## config.mk

```make
export PLATFORM = sky130hd
export DESIGN_NAME = indexed_and_direct_store_decode
export DESIGN_NICKNAME = d
export VERILOG_FILES = /design/src/store_decode_pkg.sv /design/src/decode_if.sv /design/src/indexed_and_direct_store_decode.sv /design/src/store_opcode_decoder.sv
export VERILOG_INCLUDE_DIRS = /design/src
export SDC_FILE = /design/constraint.sdc
export NUM_CORES = 1
export LEC_CHECK = 0
export BUFFER_PORTS_ARGS = -buffer_cell sky130_fd_sc_hd__buf_2
export CORE_AREA = 2 2 162 164
export DETAILED_ROUTE_END_ITERATION = 6
export DIE_AREA = 0 0 164 166
export GPL_TIMING_DRIVEN = 0
export HOLD_SLACK_MARGIN = 0.1
export PLACE_DENSITY = 0.71
export SLEW_MARGIN = 20
export SYNTH_ARGS = -nofsm -noshare
export SYNTH_HDL_FRONTEND = slang
export SYNTH_SLANG_ARGS = --single-unit
```

## constraint.sdc

```tcl
create_clock -name clk_i -period 7.4 [get_ports clk_i]
set_input_delay 0.74 -clock clk_i [delete_from_list [all_inputs] [get_ports clk_i]]
set_output_delay 0.74 -clock clk_i [all_outputs]
set_load 0.005 [all_outputs]
```

## src/store_decode_consts.svh

```systemverilog
`ifndef STORE_DECODE_CONSTS_SVH
`define STORE_DECODE_CONSTS_SVH

// ----------------------------------------
// Lead bytes and width suffix bytes
// ----------------------------------------
`define OPC_LEAD_IX      8'hdd
`define OPC_LEAD_IY      8'hfd
`define OPC_LEAD_EXT     8'hed
`define SFX_SHORT_SHORT  8'h40
`define SFX_LONG_SHORT   8'h49
`define SFX_SHORT_LONG   8'h52
`define SFX_LONG_LONG    8'h5b

// ----------------------------------------
// Opcodes of the store group
// ----------------------------------------
`define OPC_IDX_IMM      8'h36
`define OPC_IDX_A        8'h77
`define OPC_IDX_B        8'h70
`define OPC_IDX_C        8'h71
`define OPC_IDX_D        8'h72
`define OPC_IDX_E        8'h73
`define OPC_IDX_H        8'h74
`define OPC_IDX_L        8'h75
`define OPC_IDX_PAIR1    8'h0f
`define OPC_IDX_PAIR2    8'h1f
`define OPC_IDX_PAIR3    8'h2f
`define OPC_EXT_MEMORY_BASE_UPPER_BYTE    8'h6d
`define OPC_EXT_REFRESH  8'h4f
`define OPC_DIR_A        8'h32
`define OPC_DIR_22       8'h22
`define OPC_EXT_PAIR1    8'h43
`define OPC_EXT_PAIR2    8'h53
`define OPC_EXT_SP       8'h73

// ----------------------------------------
// Widths, byte counts and timing
// ----------------------------------------
`define ADDR_TOP_ZERO    8'h00
`define ADDR_BYTES_LONG  2'd3
`define ADDR_BYTES_SHORT 2'd2
`define DATA_BYTES_LONG  2'd3
`define DATA_BYTES_SHORT 2'd2
`define DATA_BYTES_ONE   2'd1
`define CYCLES_REG_ONLY  4'd2

`endif

```

## src/store_decode_pkg.sv

```systemverilog
`default_nettype none

package store_decode_pkg;

  typedef enum logic [3:0] {
    K_NONE, K_IDX_IMM, K_IDX_REG, K_IDX_PAIR, K_MEMORY_BASE_UPPER_BYTE, K_REFRESH,
    K_DIR_A, K_DIR_IDX, K_DIR_PAIR, K_DIR_SP
  } store_kind_t;

  typedef enum logic [3:0] {
    SRC_A, SRC_B, SRC_C, SRC_D, SRC_E, SRC_H, SRC_L,
    SRC_PAIR1, SRC_PAIR2, SRC_PAIR3, SRC_IDX1, SRC_IDX2, SRC_SP, SRC_IMM
  } source_t;

  typedef enum logic [1:0] {LEAD_NONE, LEAD_IX, LEAD_IY, LEAD_EXT} lead_t;

  typedef enum {S_IDLE, S_OP2, S_DISP, S_IMM, S_ADDR, S_WRITE} state_t;

endpackage

`default_nettype wire

```

## src/decode_if.sv

```systemverilog
`default_nettype none

interface decode_if;
  import store_decode_pkg::*;
  logic [7:0]  op;
  lead_t       lead;
  store_kind_t kind;
  source_t     src;
  modport decoder (input op, input lead, output kind, output src);
  modport user    (output op, output lead, input kind, input src);
endinterface

`default_nettype wire

```

## src/indexed_and_direct_store_decode.sv

```systemverilog
// Contract
// - DD/FD 36: fetch displacement and byte, store at index+d, 5 cycles native.
// - Second byte 77,70..75 stores A,B,C,D,E,H,L at index+d, 4 cycles.
// - DD/FD 0F/1F/2F store pair at index+d, 5 cycles short, 6 wide.
// - ED 6D copies accumulator to memory base only in wide mode, else 2-cycle no-op.
// - Opcode 32 stores accumulator direct, 2 address bytes/4 or 3 bytes/5 cycles.
// - DD/FD 22 stores index register direct, 6 cycles short, 8 cycles wide.
// - Prefix 5B forces long data and long direct addresses in short mode, 40 short ones in wide mode.
// - Mixed prefixes on direct stores: short-long takes memory base top, long-short takes 00 top.
// - ED 43/53 store first/second pair direct; 22 stores third pair one cycle faster.
// - ED 73 stores long stack pointer when wide, short stack pointer otherwise.
// - ED 4F copies accumulator to refresh counter in 2 cycles.
`include "store_decode_consts.svh"
`default_nettype none

module indexed_and_direct_store_decode (
  input  wire logic        clk_i,
  input  wire logic        nrst_i,
  input  wire logic        op_valid_i,
  input  wire logic [7:0]  op_byte_i,
  input  wire logic        wide_address_mode_i,
  input  wire logic [7:0]  acc_i,
  input  wire logic [23:0] first_register_pair_i,
  input  wire logic [23:0] second_register_pair_i,
  input  wire logic [23:0] third_register_pair_i,
  input  wire logic [23:0] first_index_register_i,
  input  wire logic [23:0] second_index_register_i,
  input  wire logic [23:0] long_stack_pointer_i,
  input  wire logic [15:0] short_stack_pointer_i,
  input  wire logic [7:0]  memory_base_upper_byte_i,
  output logic             op_ready_o,
  output logic             mem_wr_o,
  output logic [23:0]      mem_addr_o,
  output logic [7:0]       mem_data_o,
  output logic             memory_base_upper_byte_we_o,
  output logic [7:0]       memory_base_upper_byte_o,
  output logic             refresh_we_o,
  output logic [7:0]       refresh_o,
  output logic             flag_write_o,
  output logic             retire_o,
  output logic [3:0]       cycles_o,
  output logic             unclaimed_o
);
  import store_decode_pkg::*;

  // ----------------------------------------
  // Decode and state
  // ----------------------------------------
  state_t      state, next_state;
  lead_t       lead;
  store_kind_t kind_q;
  source_t     src_q;
  logic        sfx_seen, data_long, addr_long, taken, is_sfx, is_lead, load;
  logic        last_addr, skip_count, sil, lis;
  logic [7:0]  disp, addr_lo, addr_mid, disp_now;
  logic [1:0]  addr_cnt, wleft, n_bytes;
  logic [3:0]  cnt, next_cnt;
  logic [23:0] wdata, waddr, idx_base, idx_sum, idx_ea, dir_ea, src_value;
  decode_if    dec_bus ();
  store_opcode_decoder u_dec (.dec (dec_bus));

  assign dec_bus.op   = op_byte_i;
  assign dec_bus.lead = (state == S_IDLE) ? LEAD_NONE : lead;
  assign taken   = op_valid_i && op_ready_o;
  assign is_sfx  = (op_byte_i == `SFX_SHORT_SHORT) || (op_byte_i == `SFX_LONG_SHORT) ||
                   (op_byte_i == `SFX_SHORT_LONG) || (op_byte_i == `SFX_LONG_LONG);
  assign is_lead = (op_byte_i == `OPC_LEAD_IX) || (op_byte_i == `OPC_LEAD_IY) ||
                   (op_byte_i == `OPC_LEAD_EXT);
  assign load    = (state != S_WRITE) && (next_state == S_WRITE);
  assign last_addr = (addr_cnt == (addr_long ? `ADDR_BYTES_LONG : `ADDR_BYTES_SHORT) - 2'd1);
  assign sil     = sfx_seen && !data_long && addr_long;
  assign lis     = sfx_seen && data_long && !addr_long;

  always_comb begin
    next_state = state;
    case (state)
      S_IDLE: begin
        if (taken) begin
          if (!sfx_seen && is_sfx) begin
            next_state = S_IDLE;
          end else if (is_lead) begin
            next_state = S_OP2;
          end else if (dec_bus.kind == K_NONE) begin
            next_state = S_IDLE;
          end else begin
            next_state = S_ADDR;
          end
        end
      end
      S_OP2: begin
        if (taken) begin
          case (dec_bus.kind)
            K_IDX_IMM, K_IDX_REG, K_IDX_PAIR: next_state = S_DISP;
            K_DIR_IDX, K_DIR_PAIR, K_DIR_SP:  next_state = S_ADDR;
            default:                          next_state = S_IDLE;
          endcase
        end
      end
      S_DISP:  if (taken) next_state = (kind_q == K_IDX_IMM) ? S_IMM : S_WRITE;
      S_IMM:   if (taken) next_state = S_WRITE;
      S_ADDR:  if (taken && last_addr) next_state = S_WRITE;
      S_WRITE: if (wleft == 2'd0) next_state = S_IDLE;
      default: next_state = S_IDLE;
    endcase
  end

  always_ff @(posedge clk_i) begin
    if (!nrst_i) begin
      state      <= S_IDLE;
      op_ready_o <= 1'b0;
    end else begin
      state      <= next_state;
      op_ready_o <= (next_state != S_WRITE);
    end
  end

  // ----------------------------------------
  // Width prefixes and lead byte
  // ----------------------------------------
  always_ff @(posedge clk_i) begin
    if (!nrst_i) begin
      sfx_seen  <= 1'b0;
      data_long <= 1'b0;
      addr_long <= 1'b0;
      lead      <= LEAD_NONE;
    end else if (taken && state == S_IDLE) begin
      if (!sfx_seen && is_sfx) begin
        sfx_seen  <= 1'b1;
        data_long <= (op_byte_i == `SFX_LONG_SHORT) || (op_byte_i == `SFX_LONG_LONG);
        addr_long <= (op_byte_i == `SFX_SHORT_LONG) || (op_byte_i == `SFX_LONG_LONG);
      end else begin
        if (!sfx_seen) begin
          data_long <= wide_address_mode_i;
          addr_long <= wide_address_mode_i;
        end
        if (next_state == S_IDLE) begin
          sfx_seen <= 1'b0;
        end
        case (op_byte_i)
          `OPC_LEAD_IX:  lead <= LEAD_IX;
          `OPC_LEAD_IY:  lead <= LEAD_IY;
          `OPC_LEAD_EXT: lead <= LEAD_EXT;
          default:       lead <= LEAD_NONE;
        endcase
      end
    end else if (state != S_IDLE && next_state == S_IDLE) begin
      sfx_seen <= 1'b0;
    end
  end

  // ----------------------------------------
  // Operand capture
  // ----------------------------------------
  always_ff @(posedge clk_i) begin
    if (!nrst_i) begin
      kind_q   <= K_NONE;
      src_q    <= SRC_A;
      disp     <= 8'h00;
      addr_lo  <= 8'h00;
      addr_mid <= 8'h00;
      addr_cnt <= 2'd0;
    end else if (taken) begin
      if ((state == S_IDLE || state == S_OP2) && dec_bus.kind != K_NONE) begin
        kind_q   <= dec_bus.kind;
        src_q    <= dec_bus.src;
        addr_cnt <= 2'd0;
      end
      if (state == S_DISP) begin
        disp <= op_byte_i;
      end
      if (state == S_ADDR) begin
        addr_cnt <= addr_cnt + 2'd1;
        if (addr_cnt == 2'd0) begin
          addr_lo <= op_byte_i;
        end else if (addr_cnt == 2'd1) begin
          addr_mid <= op_byte_i;
        end
      end
    end
  end

  // ----------------------------------------
  // Effective address and write data
  // ----------------------------------------
  assign disp_now = (state == S_DISP) ? op_byte_i : disp;
  assign idx_base = (lead == LEAD_IY) ? second_index_register_i : first_index_register_i;
  assign idx_sum  = idx_base + {{16{disp_now[7]}}, disp_now};
  // Short mode keeps the index sum inside the current 64K page
  assign idx_ea   = wide_address_mode_i ? idx_sum :
                    {memory_base_upper_byte_i, idx_sum[15:0]};
  always_comb begin
    if (addr_long) begin
      dir_ea = {sil ? memory_base_upper_byte_i : op_byte_i, addr_mid, addr_lo};
    end else begin
      dir_ea = {lis ? `ADDR_TOP_ZERO : memory_base_upper_byte_i, op_byte_i, addr_lo};
    end
  end
  always_comb begin
    case (src_q)
      SRC_A:     src_value = {16'h0000, acc_i};
      SRC_B:     src_value = {16'h0000, first_register_pair_i[15:8]};
      SRC_C:     src_value = {16'h0000, first_register_pair_i[7:0]};
      SRC_D:     src_value = {16'h0000, second_register_pair_i[15:8]};
      SRC_E:     src_value = {16'h0000, second_register_pair_i[7:0]};
      SRC_H:     src_value = {16'h0000, third_register_pair_i[15:8]};
      SRC_L:     src_value = {16'h0000, third_register_pair_i[7:0]};
      SRC_PAIR1: src_value = first_register_pair_i;
      SRC_PAIR2: src_value = second_register_pair_i;
      SRC_PAIR3: src_value = third_register_pair_i;
      SRC_IDX1:  src_value = first_index_register_i;
      SRC_IDX2:  src_value = second_index_register_i;
      SRC_SP:    src_value = data_long ? long_stack_pointer_i :
                             {8'h00, short_stack_pointer_i};
      SRC_IMM:   src_value = {16'h0000, op_byte_i};
      default:   src_value = 24'h000000;
    endcase
  end
  always_comb begin
    case (kind_q)
      K_IDX_IMM, K_IDX_REG, K_DIR_A: n_bytes = `DATA_BYTES_ONE;
      default: n_bytes = data_long ? `DATA_BYTES_LONG : `DATA_BYTES_SHORT;
    endcase
  end

  // ----------------------------------------
  // Memory write sequencing
  // ----------------------------------------
  // Bytes go out low first at rising addresses, one per cycle
  always_ff @(posedge clk_i) begin
    if (!nrst_i) begin
      mem_wr_o   <= 1'b0;
      mem_addr_o <= 24'h000000;
      mem_data_o <= 8'h00;
      wdata      <= 24'h000000;
      waddr      <= 24'h000000;
      wleft      <= 2'd0;
    end else if (load) begin
      mem_wr_o   <= 1'b1;
      mem_addr_o <= (state == S_ADDR) ? dir_ea : idx_ea;
      mem_data_o <= src_value[7:0];
      wdata      <= {8'h00, src_value[23:8]};
      waddr      <= ((state == S_ADDR) ? dir_ea : idx_ea) + 24'h000001;
      wleft      <= n_bytes - 2'd1;
    end else if (state == S_WRITE && wleft != 2'd0) begin
      mem_addr_o <= waddr;
      mem_data_o <= wdata[7:0];
      wdata      <= {8'h00, wdata[23:8]};
      waddr      <= waddr + 24'h000001;
      wleft      <= wleft - 2'd1;
    end else begin
      mem_wr_o <= 1'b0;
    end
  end

  // ----------------------------------------
  // Register-only loads
  // ----------------------------------------
  always_ff @(posedge clk_i) begin
    if (!nrst_i) begin
      memory_base_upper_byte_we_o   <= 1'b0;
      memory_base_upper_byte_o      <= 8'h00;
      refresh_we_o <= 1'b0;
      refresh_o    <= 8'h00;
      flag_write_o <= 1'b0;
    end else begin
      memory_base_upper_byte_we_o   <= taken && state == S_OP2 && dec_bus.kind == K_MEMORY_BASE_UPPER_BYTE &&
                      wide_address_mode_i;
      memory_base_upper_byte_o      <= acc_i;
      refresh_we_o <= taken && state == S_OP2 && dec_bus.kind == K_REFRESH;
      refresh_o    <= acc_i;
      flag_write_o <= 1'b0;
    end
  end

  // ----------------------------------------
  // Cycle accounting and retire
  // ----------------------------------------
  // One cycle per fetched byte and per written byte; a long-long suffix ahead of
  // opcode 32 overlaps with the opcode fetch and costs nothing
  // long prefix on 32
  assign skip_count = taken && state == S_IDLE && sfx_seen && data_long && addr_long &&
                      op_byte_i == `OPC_DIR_A;
  always_comb begin
    if (taken && state == S_IDLE && !sfx_seen) begin
      next_cnt = 4'd1;
    end else begin
      next_cnt = cnt + {3'b000, taken && !skip_count} + {3'b000, mem_wr_o};
    end
  end
  always_ff @(posedge clk_i) begin
    if (!nrst_i) begin
      cnt <= 4'd0;
    end else begin
      cnt <= next_cnt;
    end
  end
  always_ff @(posedge clk_i) begin
    if (!nrst_i) begin
      retire_o    <= 1'b0;
      cycles_o    <= 4'd0;
      unclaimed_o <= 1'b0;
    end else begin
      retire_o    <= 1'b0;
      unclaimed_o <= 1'b0;
      if ((load && n_bytes == 2'd1) || (state == S_WRITE && wleft == 2'd1)) begin
        retire_o <= 1'b1;
        cycles_o <= next_cnt + 4'd1;
      end else if (taken && state == S_OP2 &&
                   (dec_bus.kind == K_MEMORY_BASE_UPPER_BYTE || dec_bus.kind == K_REFRESH)) begin
        retire_o <= 1'b1;
        cycles_o <= `CYCLES_REG_ONLY;
      end
      if (taken && dec_bus.kind == K_NONE &&
          ((state == S_IDLE && !is_lead && !(is_sfx && !sfx_seen)) || state == S_OP2)) begin
        unclaimed_o <= 1'b1;
      end
    end
  end

endmodule

`default_nettype wire

```

## src/store_opcode_decoder.sv

```systemverilog
`include "store_decode_consts.svh"
`default_nettype none

module store_opcode_decoder (
  decode_if.decoder dec
);
  import store_decode_pkg::*;

  always_comb begin
    dec.kind = K_NONE;
    dec.src  = SRC_A;
    case (dec.lead)
      LEAD_NONE: begin
        if (dec.op == `OPC_DIR_A) begin
          dec.kind = K_DIR_A;
          dec.src  = SRC_A;
        end else if (dec.op == `OPC_DIR_22) begin
          dec.kind = K_DIR_PAIR;
          dec.src  = SRC_PAIR3;
        end
      end
      LEAD_IX, LEAD_IY: begin
        case (dec.op)
          `OPC_IDX_IMM: begin
            dec.kind = K_IDX_IMM;
            dec.src  = SRC_IMM;
          end
          `OPC_IDX_A: begin dec.kind = K_IDX_REG; dec.src = SRC_A; end
          `OPC_IDX_B: begin dec.kind = K_IDX_REG; dec.src = SRC_B; end
          `OPC_IDX_C: begin dec.kind = K_IDX_REG; dec.src = SRC_C; end
          `OPC_IDX_D: begin dec.kind = K_IDX_REG; dec.src = SRC_D; end
          `OPC_IDX_E: begin dec.kind = K_IDX_REG; dec.src = SRC_E; end
          `OPC_IDX_H: begin dec.kind = K_IDX_REG; dec.src = SRC_H; end
          `OPC_IDX_L: begin dec.kind = K_IDX_REG; dec.src = SRC_L; end
          `OPC_IDX_PAIR1: begin dec.kind = K_IDX_PAIR; dec.src = SRC_PAIR1; end
          `OPC_IDX_PAIR2: begin dec.kind = K_IDX_PAIR; dec.src = SRC_PAIR2; end
          `OPC_IDX_PAIR3: begin dec.kind = K_IDX_PAIR; dec.src = SRC_PAIR3; end
          `OPC_DIR_22: begin
            dec.kind = K_DIR_IDX;
            dec.src  = (dec.lead == LEAD_IY) ? SRC_IDX2 : SRC_IDX1;
          end
          default: dec.kind = K_NONE;
        endcase
      end
      LEAD_EXT: begin
        case (dec.op)
          `OPC_EXT_MEMORY_BASE_UPPER_BYTE:   dec.kind = K_MEMORY_BASE_UPPER_BYTE;
          `OPC_EXT_REFRESH: dec.kind = K_REFRESH;
          `OPC_EXT_PAIR1: begin dec.kind = K_DIR_PAIR; dec.src = SRC_PAIR1; end
          `OPC_EXT_PAIR2: begin dec.kind = K_DIR_PAIR; dec.src = SRC_PAIR2; end
          `OPC_EXT_SP: begin dec.kind = K_DIR_SP; dec.src = SRC_SP; end
          default: dec.kind = K_NONE;
        endcase
      end
      default: dec.kind = K_NONE;
    endcase
  end

endmodule

`default_nettype wire

```

## Word level (Yosys, flattened, before mapping)

Index checks and enable logic that the tools add are counted.

- Bitwise operators: 2
- Equal/unequal tests: 71
- Multiplexer cells: 64
- $add $sub $neg: 10
- Reduce and logical (&&, ||, !) cells: 75

Operator list:

| operator | count |
|---|---|
| one-hot mux 24 bit (14 select lines) | 1 |
| two-way mux 24 bit | 9 |
| two-way mux 32 bit | 6 |
| one-hot mux 32 bit (6 select lines) | 1 |
| == test 8 x 7 -> 1 bit, second input constant | 15 |
| == test 32 x 2 -> 1 bit, second input constant | 3 |
| == test 32 x 3 -> 1 bit, second input constant | 3 |
| == test 32 x 4 -> 1 bit, second input constant | 3 |
| zero test 32 bit | 3 |
| inequality test 32 x 4 -> 1 bit, second input constant | 2 |
| adder 24 x 1 -> 24 bit, second input constant | 2 |
| one-hot mux 4 bit (11 select lines) | 1 |
| two-way mux 8 bit | 5 |
| one-hot mux 4 bit (3 select lines) | 3 |
| == test 32 x 1 -> 1 bit, second input constant | 1 |
| == test 4 x 3 -> 1 bit, second input constant | 8 |
| == test 4 bit, second input constant | 8 |
| == test 8 x 6 -> 1 bit, second input constant | 4 |
| two-way mux 16 bit | 2 |
| nonzero test 32 bit | 1 |
| logical AND 1 bit | 29 |
| two-way mux 4 bit | 7 |
| adder 24 bit | 1 |
| == test 8 bit, second input constant | 3 |
| 34 further kinds | 101 |

- Bits in registers: 167
- Logic and storage cells: 247
- Bits of input ports: 188
- Output and inout bits: 59

## Logic depth before layout (Yosys ltp)

- Word-level depth: 16
- Depth in mapped cells: 19
- Depth with buffers taken out: 19

## Modules after synthesis

From an unflattened synthesis, not the netlist that was laid out.

- Cell total of the unflattened synthesis: 1484
- Area, all modules: 11502.3 um2

Modules (own cells, without submodules):

| module | instances | cells each | seq. area each (um2) | area each (um2) |
|---|---|---|---|---|
| indexed_and_direct_store_decode | 1 | 1404 | 3343.2 | 10931.7 |
| store_opcode_decoder | 1 | 80 | 0.0 | 570.5 |

## Least setup slack after synthesis

Ideal clock, no wire load.

- Kind: register -> register
- Start: register state[14]
- End: register waddr[23]
- Clock period less this slack: 5.436 ns
- Library setup time: 0.132 ns
- Arrival time: 5.304 ns
- Setup slack: 1.964 ns
- Data required time: 7.268 ns
- Buffers on the path: 0
- Cell stages (with the launch flop): 19
- Cell sequence: dfxtp_1 > nor4_4 > and4_1 > nand2_1 > nor4b_2 > mux2i_1 > inv_1 > ha_1 > a211o_1 > a211o_1 > a41oi_1 > xor2_1 > o31ai_1 > o21ai_1 > or4_1 > nor3_1 > or4b_1 > a21oi_1 > nor4b_1

- Elaborated cells between the ends (all ways): 48
- Those cells by class: 2 x add/sub; 19 x eq/ne; 17 x mux; 10 x reduce/logical

RTL lines:

| what | RTL line | source |
|---|---|---|
| from (decl) | indexed_and_direct_store_decode.sv:49 | `state_t state, next_state;` |
| from (signal assigned) | indexed_and_direct_store_decode.sv:112 | `state <= next_state;` |
| == test 32 x 3 -> 1 bit | indexed_and_direct_store_decode.sv:185 | `assign disp_now = (state == S_DISP) ? op_byte_i : disp;` |
| two-way mux 8 bit | n/a |  |
| via disp_now[1] | indexed_and_direct_store_decode.sv:55 | `logic [7:0] disp, addr_lo, addr_mid, disp_now;` |
| adder 24 bit | indexed_and_direct_store_decode.sv:187 | `assign idx_sum = idx_base + {{16{disp_now[7]}}, disp_now};` |
| two-way mux 24 bit | indexed_and_direct_store_decode.sv:189 | `assign idx_ea = wide_address_mode_i ? idx_sum :` |
| two-way mux 24 bit | indexed_and_direct_store_decode.sv:242 | `waddr <= ((state == S_ADDR) ? dir_ea : idx_ea) + 24'h000001;` |
| adder 24 x 1 -> 24 bit | indexed_and_direct_store_decode.sv:242 |  |
| two-way mux 24 bit | indexed_and_direct_store_decode.sv:237 | `end else if (load) begin` |
| to (signal assigned) | indexed_and_direct_store_decode.sv:242 |  |
| to (signal assigned) | indexed_and_direct_store_decode.sv:248 | `waddr <= waddr + 24'h000001;` |
| to (decl) | indexed_and_direct_store_decode.sv:58 | `logic [23:0] wdata, waddr, idx_base, idx_sum, idx_ea, dir_ea, src_value;` |

The timed path passes the listed nets, and every way through them passes these cells.
A chain may end at the register's enable or synchronous reset.

## Final worst setup path

Ends and elaborated chain as after synthesis.

==> impl_metrics.csv <==
group,metric,value,unit
worst_setup_path,crit_type,"reg2reg",
run,maxCapViolCount,0,
cts,hold_buffers,0,
detailed_routing,drtPass1Iterations,7,
min_path,min_to,"mem_addr_o[6]",
worst_setup_path,cpPeakStageDelay,0.65,ns
synth,synth_top_area_share,29.64,%
cts,cts_tree,"yes",
sta,fin_crit_sh,89.70,%
layout,nets,1956,
placed_design,dpl.hpwl,38440,µm
synth,synth-edff-count,0,
die,initial_core_util,44.03,%
die,core_area,25620,µm²
die,die_area,27220,µm²
sta,relSlewSlack,23.22,%
cts,clock_path_buffers,2,
synth,synth_ff_type,"dfxtp_1",
min_path,hold_start,"mem_addr_o[6]",
cts,ctsResizeCount,0,
worst_setup_path,r2r-start,"state[14]",
sta,period_needed,6.638,ns
die,rows,59,
synth,yosys.cell_count.top_type,"dfxtp_1",
cts,postCtsSetupRepairBufs,0,
global_routing,grt_pass1_wl,71870,µm
cts,root_buffer,"clkbuf_16",
sta,finClkSkew,0.01330,ns
global_routing,grt_pass1_vias,12058,
worst_setup_path,endpoint_kind,"register",
worst_setup_path,reg2reg_depth,19,
worst_setup_path,cp_max_fo,16,
global_routing,grt_max_degree,19,
synth,yosys_warnings,0,
cts,clk_latency,0.44,ns
worst_setup_path,crit_slowest_cell,"o31ai_1",
worst_setup_path,worstPathRequired,7.71,ns
synth,synth_top_area_cell,"dfxtp_1",
synth,synthMuxAreaShare,7.865,%
cts,cts.clk_slew.worst_paths,0.08,ns
detailed_routing,drc,2,
placed_design,routabilityCongestion,0.9814,
sta,setup_tns,0,ns
global_routing,antenna_found_initial,0,
worst_setup_path,crit_arrival,6.95,ns
cts,cts_buffers,17,
status,status,"finished with violations",
min_path,holdPathStages,2,
die,die_height,166,µm
detailed_routing,drtAntennaViolNets,0,
pwr,p_per_area,153.8,nW/µm²
sta,setup_viol,0,
detailed_routing,wl,49180,µm
sta,hold_viol,0,
worst_setup_path,worstPathCellList,"nor4_4 > and4_1 > nand2_1 > nor4b_4 > mux2i_1 > inv_1 > ha_1 > clkbuf_1 > o21a_1 > o211ai_1 > a211oi_1 > or2_1 > o22ai_1 > nor2b_1 > o31ai_1 > nand4_1 > or4b_1 > a21oi_1 > nor4b_1",
worst_setup_path,regToRegSetupSlack,0.76,ns
synth,syn_avg_cell_area,7.817,µm²
cts,cts.htree.levels,4,
pwr,peakVddDrop,0.1362,mV
synth,async_flop_share,0,%
min_path,min_path_type,"reg2reg",
synth,synth_area_leaders,"dfxtp_1 (30%), a21oi_1 (5.8%), nand2_1 (5.2%), nor2_1 (4.9%), o21ai_0 (4.8%)",
synth,yosys.cell_types.count,86,
synth,yosys.area_share.xor_xnor,2.718,%
die,io_pins,247,
pwr,power.leakage,5.483,nW
synth,synth_compound_area_share,27.40,%
sta,rsz0062_at_grt,"no",
sta,slew_violations,0,
global_routing,grt_use_total,35.03,%
detailed_routing,avgRoutedWirePerCell,23.63,µm
detailed_routing,vias,12761,
worst_setup_path,start_kind,"register",
sta,tightest_slew,1.143,ns
detailed_routing,drt_iter0_markers,1363,
die,dieWidth,164,µm
synth,seq_area_frac_synth,29.64,%
cts,clkSinkCount,167,
synth,synth_top_family_by_area,"compound AO/OA/AOI/OAI gates",
synth,netlist_area,11280,µm²
synth,synth_simple_gate_area_share,23.46,%
synth,synth-adder-area-share,4.016,%
layout,area_growth,20.81,%
layout,drive_gt1_share,20.56,%
pwr,power.total,2.096,mW
status,violations,"DRC",
synth,ys_top_cells_by_count,"dfxtp_1 (167), nand2_1 (156), nor2_1 (146), a21oi_1 (130), o21ai_0 (108)",
detailed_routing,viasPerCell,6.132,
synth,yosys_register_bits,167,
worst_setup_path,r2r_end,"waddr[23]",
placed_design,port_buffers,241,
global_routing,overflow,0,
layout,diodes,0,
synth,synth_cells,1443,
sta,fmax,0.1507,GHz
-- power by group --
| group | internal (mW) | total [mW] | switching (mW) |
|---|---|---|---|
| registers | 0.910 | 0.916 | 0.00590 |
| logic | 0.108 | 0.285 | 0.176 |
| clock network | 0.451 | 0.895 | 0.444 |
-- flip-flops by register name, indices dropped and copies added (netlist names), 2 cells and up --
register and flops:
cycles_o 4, state 32, refresh_o 8, wdata 16, addr_lo 8, addr_cnt 2, waddr 24, disp 8
wleft 2, addr_mid 8, kind_q 4, src_q 4, lead 2, mem_data_o 8, cnt 4, mem_addr_o 24
-- metal layers --
metal / vias to the layer above / wire length (µm) / share of wire, % / track usage [%]
li1: 5906 / - / - / -
met1: 5924 / 19550 / 40 / 44.21
met2: 771 / 22170 / 45 / 55.77
met3: 160 / 4393 / 8.9 / 5.944
met4: 0 / 3068 / 6.2 / 20.98
met5: - / 0 / 0 / 0
-- cell families after synthesis --
family                   after synthesis
adder cells (fa/ha/maj)               35
XOR/XNOR                              35
AND/OR/NAND/NOR                      527
flip-flops                           167
multiplexers                          84
other                                  1
buffers and inverters                131
AO/OA/AOI/OAI                        463
-- final cells by class --
type	count	area, µm²
clock buffers	17	425.4
inverters	23	86.33
clock inverters	15	155.1
well taps	335	419.2
plain buffers	108	462.9
flip-flops and latches	167	3343
multi-input cells	1174	7521
repair buffers	242	1214
fillers	2515	11990
-- worst max-delay path, delay by kind of cell, from the launching register on --
kind / cells / cell delay (ns)
AND/OR/NAND/NOR: 9 / 2.99
AO/OA/AOI/OAI: 6 / 1.55
buffers and inverters: 2 / 0.68
multiplexers: 1 / 0.52
adder cells (fa/ha/maj): 1 / 0.40
flip-flops: 1 / 0.33
-- worst max-delay path by stage --
stage,from,endpoint,slack (ns),depth (start not counted)
floorplan,state[14],waddr[23],1.96,18
global placement,state[14],waddr[23],0.67,19
detailed placement,state[14],waddr[23],0.64,19
CTS,state[14],waddr[23],0.58,19
global route,state[22],waddr[23],0.21,19
finish,state[14],waddr[23],0.76,19
-- per-stage QoR --
| stage | std cells | setup WS (ns) | hold WS (ns) | cell area (µm²) | utilization [%] |
|---|---|---|---|---|---|
| 2_1_floorplan | 1472 | 1.964 | 0.4272 | 11390 | - |
| 3_3_place_gp | 2048 | 0.6701 | 0.4386 | 13010 | 50.80 |
| 3_5_place_dp | 2049 | 0.6374 | 0.4430 | 13040 | 50.90 |
| 4_1_cts | 2081 | 0.5755 | 0.4571 | 13620 | 53.16 |
| 5_1_grt | 2081 | 0.2129 | 0.4691 | 13630 | 53.20 |
| 6_report | 2081 | 0.7622 | 0.4554 | 13630 | 53.20 |
-- placed cells by master, fill, tap and decap left out, drive strengths merged, types with 23 or more instances in the layout --
master,n
inv,31
clkbuf,105
nand3,31
a222oi,23
mux2,37
ha,33
nor2,146
conb,30
a21oi,130
nor3,44
mux2i,47
o21ai,113
buf,262
a22oi,26
nand2,156
dfxtp,167
Power figures use the tool's default switching activity.
